## src/hw/sysreg_pkg.sv

```systemverilog
// Shared types and constants for the system control and descriptor table registers
package sysreg_pkg;

  // ----------------------------------------------------------------
  // Mode control register bit positions
  // ----------------------------------------------------------------
  localparam int unsigned PROTECT_ENABLE_BIT = 0;
  localparam int unsigned WAIT_MONITOR_BIT = 1;
  localparam int unsigned FPU_TRAP_ALL_BIT = 2;
  localparam int unsigned TASK_SWITCHED_BIT = 3;
  localparam int unsigned RSVD_ONE_BIT = 4;
  localparam int unsigned RSVD_ZERO_LO_BIT = 5;
  localparam int unsigned WRITE_PROTECT_BIT = 16;
  localparam int unsigned ALIGNMENT_MASK_BIT = 18;
  localparam int unsigned RSVD_ZERO_HI_BIT = 29;
  localparam int unsigned CACHE_DISABLE_BIT = 30;
  localparam int unsigned PAGING_ON_BIT = 31;

  // Bits software may change; everything else is held at its fixed value
  localparam logic [31:0] MODE_WRITE_MASK = 32'hC005_000F;
  // Fixed bits: bit 4 reads one, bits 5 and 29 and all unlisted bits read zero
  localparam logic [31:0] MODE_FIXED_VALUE = 32'h0000_0010;
  localparam logic [31:0] MODE_RESET = 32'h0000_0010;

  // ----------------------------------------------------------------
  // Other reset values and field layout
  // ----------------------------------------------------------------
  localparam logic [31:0] FAULT_ADDR_RESET = 32'h0000_0000;
  localparam logic [31:0] PAGE_DIR_MASK = 32'hFFFF_F000;
  localparam logic [31:0] PAGE_DIR_RESET = 32'h0000_0000;
  localparam logic [47:0] TABLE_PTR_RESET = 48'h0000_0000_FFFF;
  localparam logic [15:0] SELECTOR_RESET = 16'h0000;
  localparam logic [31:0] BASE16_MASK = 32'h00FF_FFFF;
  localparam int unsigned SEL_TABLE_SELECT_BIT = 2;
  localparam logic [3:0] SYS_TYPE_LOCAL_TABLE = 4'h2;
  localparam logic [3:0] SYS_TYPE_TASK_IDLE = 4'h9;
  localparam logic [3:0] SYS_TYPE_TASK_BUSY = 4'hB;
  localparam logic [1:0] PRIV_LEVEL_TOP = 2'h0;
  localparam logic [1:0] PRIV_LEVEL_USER = 2'h3;

  // ----------------------------------------------------------------
  // System register load and store operations
  // ----------------------------------------------------------------
  typedef enum logic [3:0] {
    OP_WR_MODE, OP_RD_MODE, OP_WR_FAULT_ADDR, OP_RD_FAULT_ADDR,
    OP_WR_PAGE_DIR, OP_RD_PAGE_DIR, OP_LOAD_GLOBAL, OP_STORE_GLOBAL,
    OP_LOAD_VECTOR, OP_STORE_VECTOR, OP_LOAD_LOCAL, OP_STORE_LOCAL
  } op_t;

  // One command from the instruction unit
  typedef struct packed {
    logic valid;
    op_t op;
    logic [47:0] data;
    logic op32;
    logic [1:0] cpl;
  } cmd_t;

  // Answer to a command
  typedef struct packed {
    logic valid;
    logic fault;
    logic [47:0] data;
  } rsp_t;

  // Decoded segment descriptor
  typedef struct packed {
    logic [31:0] base;
    logic [19:0] limit;
    logic gran_4k;
    logic size32;
    logic avail;
    logic present;
    logic [1:0] priv;
    logic app;
    logic [3:0] kind;
  } desc_t;

  // Segment register load request and its answer
  typedef struct packed {
    logic valid;
    logic [15:0] selector;
    logic [63:0] desc;
  } seg_req_t;

  typedef struct packed {
    logic valid;
    logic fault;
    logic [31:0] desc_addr;
    desc_t desc;
  } seg_rsp_t;

endpackage

```

## src/hw/system_control_regs.sv

```systemverilog
// System mode control, fault address, page directory and descriptor table registers
`timescale 1ns/1ns

// Functional notes
// RQ1: Bit 0 set selects protected mode
// RQ2: Wait-monitor plus task-switched makes WAIT fault 7
// RQ3: Emulate bit makes every float op fault 7
// RQ4: Task switch sets bit 3; float then faults
// RQ5: Bit 4 reads one, bits 5,29 zero
// RQ6: Write-protect faults read-only writes at all levels
// RQ7: Alignment mask gates every alignment check fault
// RQ8: Cache disable stops fills, hits still served
// RQ9: Paging needs both paging and protect bits
// RQ10: Page fault captures full linear address
// RQ11: Page directory keeps 20-bit base, low 12 zero
// RQ12: Protected mode: writes only from level 0
// RQ13: Global pointer holds 32-bit base, 16-bit limit
// RQ14: Sixteen-bit global load keeps 24-bit base
// RQ15: Vector pointer holds 32-bit base, 16-bit limit
// RQ16: Table loads privileged; local selector protected only
// RQ17: Local selector load fetches and caches descriptor
// RQ18: Table-select bit picks global or local table
// RQ19: System descriptors live only in global table
// RQ20: Descriptor base and limit assembled from fields
// RQ21: Bit 23 granularity, bit 22 default size
// RQ22: Bit 12 class; system types 0010,1001,1011
// RQ23: Flags alignment check needs mask bit set
// RQ24: Stores return exactly the last loaded values
module system_control_regs (
  input wire logic mclk,
  input wire logic reset_n,
  input sysreg_pkg::cmd_t cmd,
  output sysreg_pkg::rsp_t rsp,
  output logic busy,
  output logic fetch_req,
  output logic [31:0] fetch_addr,
  input wire logic fetch_ack,
  input wire logic [63:0] fetch_data,
  input wire logic task_switch,
  input wire logic page_fault,
  input wire logic [31:0] page_fault_addr,
  input wire logic fpu_op,
  input wire logic wait_op,
  input wire logic misaligned,
  input wire logic align_check_flag,
  input wire logic ro_page_write,
  input wire logic [1:0] cur_priv,
  input sysreg_pkg::seg_req_t seg_req,
  output sysreg_pkg::seg_rsp_t seg_rsp,
  output logic [31:0] mode_control,
  output logic [31:0] page_dir_base,
  output logic protect_mode,
  output logic paging_active,
  output logic cache_fill_en,
  output logic fpu_unavailable_fault,
  output logic align_fault,
  output logic write_protect_fault,
  output sysreg_pkg::desc_t local_table_desc,
  output logic local_table_valid
);

  // ----------------------------------------------------------------
  // Helper functions
  // ----------------------------------------------------------------

  // Splits an eight-byte descriptor into its fields
  function automatic sysreg_pkg::desc_t decode_desc(input logic [63:0] d);
    sysreg_pkg::desc_t r;
    r.base = {d[63:56], d[39:32], d[31:16]}; // RQ20
    r.limit = {d[51:48], d[15:0]}; // RQ20
    r.gran_4k = d[55]; // RQ21
    r.size32 = d[54]; // RQ21
    r.avail = d[52];
    r.present = d[47];
    r.priv = d[46:45];
    r.app = d[44]; // RQ22
    r.kind = d[43:40]; // RQ22
    return r;
  endfunction

  // Byte address of a selector's descriptor within a table
  function automatic logic [31:0] entry_addr(input logic [31:0] base, input logic [15:0] sel);
    return base + {16'h0000, sel[15:3], 3'b000};
  endfunction

  // True when the whole eight-byte entry lies inside the table limit
  function automatic logic entry_in_limit(input logic [15:0] limit, input logic [15:0] sel);
    return {sel[15:3], 3'b111} <= limit;
  endfunction

  // ----------------------------------------------------------------
  // Register file and local descriptor fetch
  // ----------------------------------------------------------------
  typedef enum logic {ST_IDLE, ST_FETCH} fetch_state_t;

  fetch_state_t state_ff, nxt_state; // Fetch sequencer
  logic [31:0] mode_ff, nxt_mode; // Mode control register
  logic [31:0] fault_addr_ff, nxt_fault_addr; // Faulting linear address
  logic [31:0] pdb_ff, nxt_pdb; // Page directory base
  logic [47:0] gtp_ff, nxt_gtp; // Global table pointer: base high, limit low
  logic [47:0] vtp_ff, nxt_vtp; // Vector table pointer
  logic [15:0] lts_ff, nxt_lts; // Local table selector
  logic [15:0] pend_sel_ff, nxt_pend_sel; // Selector awaiting its descriptor
  sysreg_pkg::desc_t ldesc_ff, nxt_ldesc; // Hidden cached local descriptor
  logic ldesc_valid_ff, nxt_ldesc_valid; // Hidden part holds a real table
  sysreg_pkg::rsp_t rsp_ff, nxt_rsp; // Command answer
  logic fetch_req_ff, nxt_fetch_req; // Descriptor read request
  logic [31:0] fetch_addr_ff, nxt_fetch_addr; // Descriptor read address

  logic pe_now; // Protected mode as currently held
  logic priv_ok; // Writer allowed to modify system state
  sysreg_pkg::desc_t fetched; // Returned descriptor, decoded

  assign pe_now = mode_ff[sysreg_pkg::PROTECT_ENABLE_BIT];
  // Real mode has no privilege check at all
  assign priv_ok = !pe_now || (cmd.cpl == sysreg_pkg::PRIV_LEVEL_TOP); // RQ12 RQ16
  assign fetched = decode_desc(fetch_data);

  // Next values of the register file
  always_comb begin
    nxt_state = state_ff;
    nxt_mode = mode_ff;
    nxt_fault_addr = fault_addr_ff;
    nxt_pdb = pdb_ff;
    nxt_gtp = gtp_ff;
    nxt_vtp = vtp_ff;
    nxt_lts = lts_ff;
    nxt_pend_sel = pend_sel_ff;
    nxt_ldesc = ldesc_ff;
    nxt_ldesc_valid = ldesc_valid_ff;
    nxt_fetch_req = fetch_req_ff;
    nxt_fetch_addr = fetch_addr_ff;
    nxt_rsp = '{valid: 1'b0, fault: 1'b0, data: rsp_ff.data};
    unique case (state_ff)
      ST_IDLE: begin
        // Commands are taken only while no fetch is outstanding
        if (cmd.valid) begin
          nxt_rsp.valid = 1'b1;
          unique case (cmd.op)
            sysreg_pkg::OP_WR_MODE: begin
              // Reserved bits keep their fixed values whatever is written
              nxt_rsp.fault = !priv_ok; // RQ12
              if (priv_ok) nxt_mode = (cmd.data[31:0] & sysreg_pkg::MODE_WRITE_MASK)
                                    | sysreg_pkg::MODE_FIXED_VALUE; // RQ5
            end
            sysreg_pkg::OP_RD_MODE: nxt_rsp.data = {16'h0000, mode_ff};
            sysreg_pkg::OP_WR_FAULT_ADDR: begin
              nxt_rsp.fault = !priv_ok; // RQ12
              if (priv_ok) nxt_fault_addr = cmd.data[31:0];
            end
            sysreg_pkg::OP_RD_FAULT_ADDR: nxt_rsp.data = {16'h0000, fault_addr_ff};
            sysreg_pkg::OP_WR_PAGE_DIR: begin
              nxt_rsp.fault = !priv_ok; // RQ12
              if (priv_ok) nxt_pdb = cmd.data[31:0] & sysreg_pkg::PAGE_DIR_MASK; // RQ11
            end
            sysreg_pkg::OP_RD_PAGE_DIR: nxt_rsp.data = {16'h0000, pdb_ff};
            sysreg_pkg::OP_LOAD_GLOBAL: begin
              nxt_rsp.fault = !priv_ok; // RQ16
              if (priv_ok) nxt_gtp = cmd.data; // RQ13
              // Short operand size drops the top byte of the base
              if (priv_ok && !cmd.op32)
                nxt_gtp[47:16] = cmd.data[47:16] & sysreg_pkg::BASE16_MASK; // RQ14
            end
            sysreg_pkg::OP_STORE_GLOBAL: nxt_rsp.data = gtp_ff; // RQ13 RQ24
            sysreg_pkg::OP_LOAD_VECTOR: begin
              nxt_rsp.fault = !priv_ok; // RQ16
              if (priv_ok) nxt_vtp = cmd.data; // RQ15
              if (priv_ok && !cmd.op32)
                nxt_vtp[47:16] = cmd.data[47:16] & sysreg_pkg::BASE16_MASK;
            end
            sysreg_pkg::OP_STORE_VECTOR: nxt_rsp.data = vtp_ff; // RQ15 RQ24
            sysreg_pkg::OP_LOAD_LOCAL: begin
              if (!pe_now || !priv_ok) begin // RQ16
                nxt_rsp.fault = 1'b1;
              end else if (cmd.data[15:3] == 13'h0000) begin
                // Null selector: nothing to fetch, table marked unusable
                nxt_lts = cmd.data[15:0];
                nxt_ldesc_valid = 1'b0;
              end else if (cmd.data[sysreg_pkg::SEL_TABLE_SELECT_BIT]
                           || !entry_in_limit(gtp_ff[15:0], cmd.data[15:0])) begin
                // The local table descriptor must come from the global table
                nxt_rsp.fault = 1'b1; // RQ19
              end else begin
                // Answer is deferred until the descriptor arrives
                nxt_rsp.valid = 1'b0;
                nxt_pend_sel = cmd.data[15:0];
                nxt_fetch_req = 1'b1; // RQ17
                nxt_fetch_addr = entry_addr(gtp_ff[47:16], cmd.data[15:0]);
                nxt_state = ST_FETCH;
              end
            end
            sysreg_pkg::OP_STORE_LOCAL: begin
              nxt_rsp.fault = !pe_now; // RQ16
              if (pe_now) nxt_rsp.data = {32'h0000_0000, lts_ff}; // RQ24
            end
            default: nxt_rsp.fault = 1'b1; // Undefined operation code
          endcase
        end
      end
      ST_FETCH: begin
        // The cached copy changes only here, never from a later table edit
        if (fetch_ack) begin // RQ17
          nxt_fetch_req = 1'b0;
          nxt_state = ST_IDLE;
          nxt_rsp.valid = 1'b1;
          if (!fetched.app && fetched.present
              && fetched.kind == sysreg_pkg::SYS_TYPE_LOCAL_TABLE) begin // RQ22
            nxt_lts = pend_sel_ff;
            nxt_ldesc = fetched;
            nxt_ldesc_valid = 1'b1;
          end else begin
            // Wrong kind or absent: the old selector and cache are kept
            nxt_rsp.fault = 1'b1;
          end
        end
      end
    endcase
    // Hardware capture wins over a software write in the same cycle
    if (page_fault && mode_ff[sysreg_pkg::PAGING_ON_BIT] && pe_now)
      nxt_fault_addr = page_fault_addr; // RQ10
    // Task switch set wins over a clear written in the same cycle
    if (task_switch) nxt_mode[sysreg_pkg::TASK_SWITCHED_BIT] = 1'b1; // RQ4
  end

  // Register file flops
  always_ff @(posedge mclk or negedge reset_n) begin
    if (!reset_n) begin
      state_ff <= ST_IDLE;
      mode_ff <= sysreg_pkg::MODE_RESET; // RQ5
      fault_addr_ff <= sysreg_pkg::FAULT_ADDR_RESET;
      pdb_ff <= sysreg_pkg::PAGE_DIR_RESET;
      gtp_ff <= sysreg_pkg::TABLE_PTR_RESET;
      vtp_ff <= sysreg_pkg::TABLE_PTR_RESET;
      lts_ff <= sysreg_pkg::SELECTOR_RESET;
      pend_sel_ff <= sysreg_pkg::SELECTOR_RESET;
      ldesc_ff <= '0;
      ldesc_valid_ff <= 1'b0;
      rsp_ff <= '0;
      fetch_req_ff <= 1'b0;
      fetch_addr_ff <= 32'h0000_0000;
    end else begin
      state_ff <= nxt_state;
      mode_ff <= nxt_mode;
      fault_addr_ff <= nxt_fault_addr;
      pdb_ff <= nxt_pdb;
      gtp_ff <= nxt_gtp;
      vtp_ff <= nxt_vtp;
      lts_ff <= nxt_lts;
      pend_sel_ff <= nxt_pend_sel;
      ldesc_ff <= nxt_ldesc;
      ldesc_valid_ff <= nxt_ldesc_valid;
      rsp_ff <= nxt_rsp;
      fetch_req_ff <= nxt_fetch_req;
      fetch_addr_ff <= nxt_fetch_addr;
    end
  end

  // ----------------------------------------------------------------
  // Mode decode and fault checks
  // ----------------------------------------------------------------
  logic pe_ff, nxt_pe; // Protected mode flag
  logic pg_ff, nxt_pg; // Paging in force
  logic fill_ff, nxt_fill; // Cache may allocate lines
  logic fpu_flt_ff, nxt_fpu_flt; // Fault 7 pulse
  logic align_flt_ff, nxt_align_flt; // Alignment fault pulse
  logic wp_flt_ff, nxt_wp_flt; // Read-only page write fault pulse

  // Checks use the mode as held, so a write takes effect from the next cycle
  always_comb begin
    nxt_pe = mode_ff[sysreg_pkg::PROTECT_ENABLE_BIT]; // RQ1
    nxt_pg = mode_ff[sysreg_pkg::PAGING_ON_BIT]
           && mode_ff[sysreg_pkg::PROTECT_ENABLE_BIT]; // RQ9
    // Hits are still served when fills stop; invalidation is the cache's job
    nxt_fill = !mode_ff[sysreg_pkg::CACHE_DISABLE_BIT]; // RQ8
    nxt_fpu_flt = (fpu_op && (mode_ff[sysreg_pkg::FPU_TRAP_ALL_BIT]
                              || mode_ff[sysreg_pkg::TASK_SWITCHED_BIT])) // RQ3 RQ4
                || (wait_op && mode_ff[sysreg_pkg::WAIT_MONITOR_BIT]
                    && mode_ff[sysreg_pkg::TASK_SWITCHED_BIT]); // RQ2
    nxt_align_flt = misaligned && align_check_flag
                  && mode_ff[sysreg_pkg::ALIGNMENT_MASK_BIT]; // RQ7 RQ23
    // Supervisor levels 0 to 2 pass unless write-protect is on
    nxt_wp_flt = ro_page_write && (mode_ff[sysreg_pkg::WRITE_PROTECT_BIT]
                                   || cur_priv == sysreg_pkg::PRIV_LEVEL_USER); // RQ6
  end

  // Fault check flops
  always_ff @(posedge mclk or negedge reset_n) begin
    if (!reset_n) begin
      pe_ff <= 1'b0;
      pg_ff <= 1'b0;
      fill_ff <= 1'b1;
      fpu_flt_ff <= 1'b0;
      align_flt_ff <= 1'b0;
      wp_flt_ff <= 1'b0;
    end else begin
      pe_ff <= nxt_pe;
      pg_ff <= nxt_pg;
      fill_ff <= nxt_fill;
      fpu_flt_ff <= nxt_fpu_flt;
      align_flt_ff <= nxt_align_flt;
      wp_flt_ff <= nxt_wp_flt;
    end
  end

  // ----------------------------------------------------------------
  // Segment register load decode
  // ----------------------------------------------------------------
  sysreg_pkg::seg_rsp_t seg_ff, nxt_seg; // Decoded segment answer
  logic seg_local; // Selector points into the local table

  assign seg_local = seg_req.selector[sysreg_pkg::SEL_TABLE_SELECT_BIT];

  // Locates and decodes the descriptor for a segment register load
  always_comb begin
    nxt_seg.valid = seg_req.valid;
    nxt_seg.desc = decode_desc(seg_req.desc);
    nxt_seg.desc_addr = seg_local ? entry_addr(ldesc_ff.base, seg_req.selector)
                                  : entry_addr(gtp_ff[47:16], seg_req.selector); // RQ18
    // Local lookups need a loaded table; system kinds may not sit there
    nxt_seg.fault = seg_req.valid && seg_local
                  && (!ldesc_valid_ff || !nxt_seg.desc.app); // RQ19
  end

  // Segment decode flops
  always_ff @(posedge mclk or negedge reset_n) begin
    if (!reset_n) begin
      seg_ff <= '0;
    end else begin
      seg_ff <= nxt_seg;
    end
  end

  // ----------------------------------------------------------------
  // Outputs, all straight from flops
  // ----------------------------------------------------------------
  assign rsp = rsp_ff;
  assign busy = (state_ff == ST_FETCH);
  assign fetch_req = fetch_req_ff;
  assign fetch_addr = fetch_addr_ff;
  assign seg_rsp = seg_ff;
  assign mode_control = mode_ff;
  assign page_dir_base = pdb_ff;
  assign protect_mode = pe_ff;
  assign paging_active = pg_ff;
  assign cache_fill_en = fill_ff;
  assign fpu_unavailable_fault = fpu_flt_ff;
  assign align_fault = align_flt_ff;
  assign write_protect_fault = wp_flt_ff;
  assign local_table_desc = ldesc_ff;
  assign local_table_valid = ldesc_valid_ff;

endmodule // system_control_regs

```

## config.mk

```make
export PLATFORM = sky130hd
export DESIGN_NAME = system_control_regs
export DESIGN_NICKNAME = d
export VERILOG_FILES = /design/src/hw/sysreg_pkg.sv /design/src/hw/system_control_regs.sv
export SDC_FILE = /design/constraint.sdc
export NUM_CORES = 1
export LEC_CHECK = 0
export BUFFER_PORTS_ARGS = -buffer_cell sky130_fd_sc_hd__buf_4
export CORE_MARGIN = 10
export CORE_UTILIZATION = 50
export DETAILED_ROUTE_END_ITERATION = 16
export HOLD_SLACK_MARGIN = 0.1
export PLACE_DENSITY = 0.84
export SYNTH_ARGS = -nofsm -noshare
export SYNTH_HDL_FRONTEND = slang
export SYNTH_SLANG_ARGS = --single-unit
```

## constraint.sdc

```tcl
create_clock -name mclk -period 6.7 [get_ports mclk]
set_input_delay 0.67 -clock mclk [delete_from_list [all_inputs] [get_ports mclk]]
set_output_delay 0.67 -clock mclk [all_outputs]
set_load 0.01 [all_outputs]
```

## After elaboration in Yosys (flattened, before gate mapping)

Cells that the tools add are included.

- Register bits after elaboration: 439
- Bits in latches: 0
- RAM bits: 0
- Memory bits (read-only): 0
- Bits of input ports: 245
- Output and inout bits: 315
- Word-level logic and storage cells: 186
- Memories kept: 0

- $add $sub $neg: 3
- $mul: 0
- Div/mod/pow operators: 0
- Magnitude comparators: 1
- Eq/ne operators: 24
- Shifts and indexed selects: 0
- Multiplexer cells: 55
- Bitwise operators: 4
- Reduce and logical (&&, ||, !) cells: 55

Operators with widths:

| cell | number |
|---|---|
| $pmux 48 s6 | 1 |
| $mux 32 | 8 |
| $mux 48 | 3 |
| $add 32x16->32 | 3 |
| $mux 16 | 6 |
| $mux 50 | 1 |
| $reduce_and 4->1 | 9 |
| $pmux 16 s2 | 1 |
| $mux 1 | 24 |
| $reduce_and 6->1 | 3 |
| $eq 4x3->1 const B | 4 |
| $eq 4x4->1 const B | 4 |
| $le 16x16->1 | 1 |
| $mux 4 | 4 |
| $ne 2x2->1 const B | 8 |
| $logic_and 1x1->1 | 14 |
| $reduce_bool 2->1 | 7 |
| $logic_not 13->1 | 1 |
| $eq 4x2->1 const B | 3 |
| $reduce_or 5->1 | 2 |
| $logic_not 1->1 | 8 |
| $logic_or 1x1->1 | 7 |
| $ne 2x1->1 const B | 3 |
| $pmux 1 s2 | 3 |
| 10 further kinds | 14 |

## Logic depth before layout (Yosys ltp)

- Depth after elaboration: 9
- Mapped depth: 15
- Gate-level depth less buffers: 10

## Least setup slack after synthesis

Ideal clock, no wire load.

- Path type: input to register
- From: in seg_req[66] (netlist bit)
- To: reg seg_ff, in the netlist seg_rsp[82]
- Setup time: 132 ps
- Data arrival time: 3462 ps
- Data required time: 6568 ps
- Path slack: 3106 ps
- Stages: 14
- Path buffers: 4
- Cells stage by stage: buf_2 -> buf_2 -> buf_2 -> buf_2 -> mux2_2 -> ha_1 -> inv_1 -> fa_1 -> nor2b_1 -> o31a_1 -> o221a_2 -> o21ai_2 -> a21boi_0 -> xor2_1

RTL lines:

| what | RTL line | source |
|---|---|---|
| from (decl) | system_control_regs.sv:48 | `input sysreg_pkg::seg_req_t seg_req,` |
| to (signal assigned) | system_control_regs.sv:329 | `seg_ff <= nxt_seg;` |
| to (decl) | system_control_regs.sv:308 | `sysreg_pkg::seg_rsp_t seg_ff, nxt_seg;` |

==> summary.txt <==
Outcome - finished, final reports clean
Routed via count - 15000
Fin nets - 2400
Floorplan die height - 218 um
Post-detailed-route wirelength per cell - 23.3 um
Fraction of registers with async set/reset - 100%
Max stage delay cell, worst path - sky130_fd_sc_hd__buf_4
Unrepaired setup endpoints after global routing - false
Global-route wire length before repair - 92900 um
Area of the die - 47500 um^2
Iter 0 DRT Violations - 1192
Design internal power - 5.13 mW
Root Buffer Master - sky130_fd_sc_hd__clkbuf_16
Setup Buffers After CTS - 0
Worst setup path start - seg_req[66]
FF/Latch Area - 11000 um^2
CP endpoint kind - register
Clock-pin slew on the worst setup and hold paths - 60 ps
Number of placement rows - 72
Number of hold violations in the final report - 0
Detail Route Antenna Nets - 0
Cell with the most instances after synthesis - sky130_fd_sc_hd__dfrtp_1
Layout cell share with drive strength beyond 1 - 40.6%
First-pass detailed-route iteration total - 5
Buffering stage count on the worst path with inverters included - 3
Area of the multi-input gates - 7880 um^2
Layout Area Growth over Synthesis - 28.7%
Met1 Use GR - 30.4%
Drt total wl - 62100 um
GRT Total Usage - 25.3%
Combinational fraction of design power - 18.8%
Number of filler cells placed in the layout - 2934
Worst Clk Skew - 10.5 ps
Synth top cells by count - sky130_fd_sc_hd__dfrtp_1 (406), sky130_fd_sc_hd__mux2_2 (216), sky130_fd_sc_hd__nand2_1 (150)
Clk_lat worst skew - 580 ps
Final number of setup-violating endpoints - 0
Maximum buffer depth of the clock tree - 3
Number of distinct library cells after synthesis - 69
WP data required - 7200 ps
Synthesized flop and latch total - 439
Combined area of all synthesized cells - 19600 um^2
Startpoint of the lowest-slack register-to-register path - gtp_ff[11]
Mean number of vias per cell - 5.61
Leak pwr - 12.5 nW
Type of the tightest min-delay check - in -> reg
Main synth FF type - sky130_fd_sc_hd__dfrtp_1
GRT Residual Overflow - 0
Max-slew violation total from the final report - 0
Post-synthesis sequential area ratio - 56.3%
DRC violation count after routing - 0
Number of port buffers - 519
CP arrival - 3820 ps
Worst max-slew margin expressed relative to the limit - 24.7%
Worst-case vdd ir drop - 0.237 mV
DP HPWL - 45600 um
Critical-path cell list - buf_4 > inv_1 > a21boi_0 > inv_1 > ha_1 > a211oi_1 > o21ai_1 > nand4_1 > and2_1 > nor4_1 > xnor2_1
Num CTS Buffers - 46
Critical path startpoint category - primary input
Worst-margin pin slew - 1130 ps
RD Place Congestion - 0.877
Number of antenna violations at the first check in global routing - 3
Setup TNS - 0 ps
Share of total power consumed by net switching - 28.5%
Cell taking the most area after synthesis - sky130_fd_sc_hd__dfrtp_1
Syn avg cell area - 12.1 um^2
Clock tree from TritonCTS - done
Met3 Use GR - 6.89%
Number of enable-type register cells in the synthesized netlist - 0
Via count of the first global-routing pass - 15600
Part of the total power dissipated in the clock network - 34.5%
Number of sinks handled by clock tree synthesis - 439
Reg power frac - 46.7%
HP Start - seg_req[5]
Ant diodes - 0
Switching Power - 2.05 mW
Final period demand of the worst path - 3320 ps
CP delay by family, top - simple AND/OR/NAND/NOR gates
Routing layer with the top usage in global route - met2
Number of instances resized during post-cts repair - 0
Initial Utilization - 50.7%
Max Clock Freq - 301 MHz
Post-synthesis instance total - 1619
Core Region - 38600 um^2
I/O pin total - 560
Number of warnings issued by yosys - 0
H-Tree Level Count - 2
Crit path top cell by count - sky130_fd_sc_hd__inv_1
Largest net degree at the start of global routing - 167
Count of hold-fix buffers inserted at cts - 0
DIE WIDTH - 218 um
Kind of critical path - in -> reg
Proportion of netlist area held by the largest area contributor - 51.9%
Pre-CTS setup slack - 2890 ps
Routing usage on met2 - 43.2%
Number of max-capacitance violations reported - 0
Largest stage delay on the critical path - 490 ps
Power Density - 285 nW/um^2
Final worst-path cycle share - 49.5%
Setup slack of the critical path after layout - 3380 ps
Critical-path maximum fanout - 44
Leading post-synthesis cells by cell area - sky130_fd_sc_hd__dfrtp_1 (52%), sky130_fd_sc_hd__mux2_2 (12%), sky130_fd_sc_hd__dfstp_2 (4.4%)
[through the flow]
stage          std cells  area [um^2]  utilization (%)  power (mW)  hold WS [ps]
3_5_place_dp        2584        23700             61.4        4.73           456
6_report            2668        25200             65.2        7.18           192
4_1_cts             2668        25200             65.2        7.23           163
5_1_grt             2668        25200             65.2        7.50           175
3_3_place_gp        2584        23700             61.4        4.67           450
2_1_floorplan       1653        19700                -        4.04           374
[cells in the final DEF (no fill, tap or decap), types with 10 or more instances in the layout]
master	Yosys	final
sky130_fd_sc_hd__nand3_1	21	20
sky130_fd_sc_hd__xnor2_1	29	29
sky130_fd_sc_hd__ha_1	39	39
sky130_fd_sc_hd__a21o_1	16	16
sky130_fd_sc_hd__a21oi_1	73	73
sky130_fd_sc_hd__mux2i_1	63	63
sky130_fd_sc_hd__buf_4	40	532
sky130_fd_sc_hd__nor2_1	51	48
sky130_fd_sc_hd__clkbuf_1	38	17
sky130_fd_sc_hd__a22oi_1	30	30
sky130_fd_sc_hd__dfrtp_1	406	406
sky130_fd_sc_hd__xor2_1	22	22
sky130_fd_sc_hd__nor2b_1	10	10
sky130_fd_sc_hd__inv_1	36	36
sky130_fd_sc_hd__a22o_1	19	19
sky130_fd_sc_hd__o21ai_0	128	128
sky130_fd_sc_hd__nand4_1	12	12
sky130_fd_sc_hd__clkbuf_16	0	47
sky130_fd_sc_hd__a221oi_1	20	20
sky130_fd_sc_hd__nand2_1	150	147
sky130_fd_sc_hd__conb_1	2	36
sky130_fd_sc_hd__mux2_2	216	216
sky130_fd_sc_hd__dfstp_2	33	33
[area by class of cell]
| class | count | area share [%] |
|---|---|---|
| well taps | 518 | 2.57 |
| inverters | 37 | 0.551 |
| clock buffers | 72 | 5.36 |
| repair buffers | 534 | 16.0 |
| multi-input cells | 1056 | 31.3 |
| clock inverters | 12 | 0.462 |
| flip-flops and latches | 439 | 43.8 |
[final timing paths]
path | end | slack, ps | cells past startpoint
worst max-delay path | seg_rsp[91] | 3380 | 11
worst min-delay path | seg_rsp[16] | 190 | 1
worst max register to register | fetch_addr[11] | 3670 | 9
worst min register to register | local_table_desc[7] | 470 | 1
max in group asynchronous | seg_rsp[70] | 4900 | 2
min in group asynchronous | local_table_desc[36] | 210 | 1
[routing by layer]
metal	wire length (um)	vias up
met5	24	-
met1	23900	7530
met4	1780	4
li1	-	6699
met2	31200	627
met3	5270	103
[power groups by stage]
stage          combinational (mW)  sequential (mW)  clock [mW]
2_1_floorplan               0.708             3.33           0
3_3_place_gp                 1.31             3.36           0
3_5_place_dp                 1.35             3.39           0
4_1_cts                      1.36             3.34        2.52
5_1_grt                      1.48             3.39        2.63
6_report                     1.35             3.35        2.48
[sequential cells by signal (all words and copies together) (netlist names), 20 cells and up]
signal and count:
page_dir_base 20, seg_rsp 97, vtp_ff 48, rsp 50, local_table_desc 63, fetch_addr 32
gtp_ff 48, fault_addr_ff 32
[logic make-up after synthesis]
group / count (synthesis) / synth area share (%)
flip-flops: 439 / 56.3
adder cells (fa/ha/maj): 41 / 2.70
XOR/XNOR: 51 / 2.28
buffers and inverters: 158 / 4.37
AO/OA/AOI/OAI: 350 / 11.4
AND/OR/NAND/NOR: 293 / 6.90
other: 2 / 0.0384
multiplexers: 285 / 16.0
Note: power is estimated with default switching activity, not from simulation.
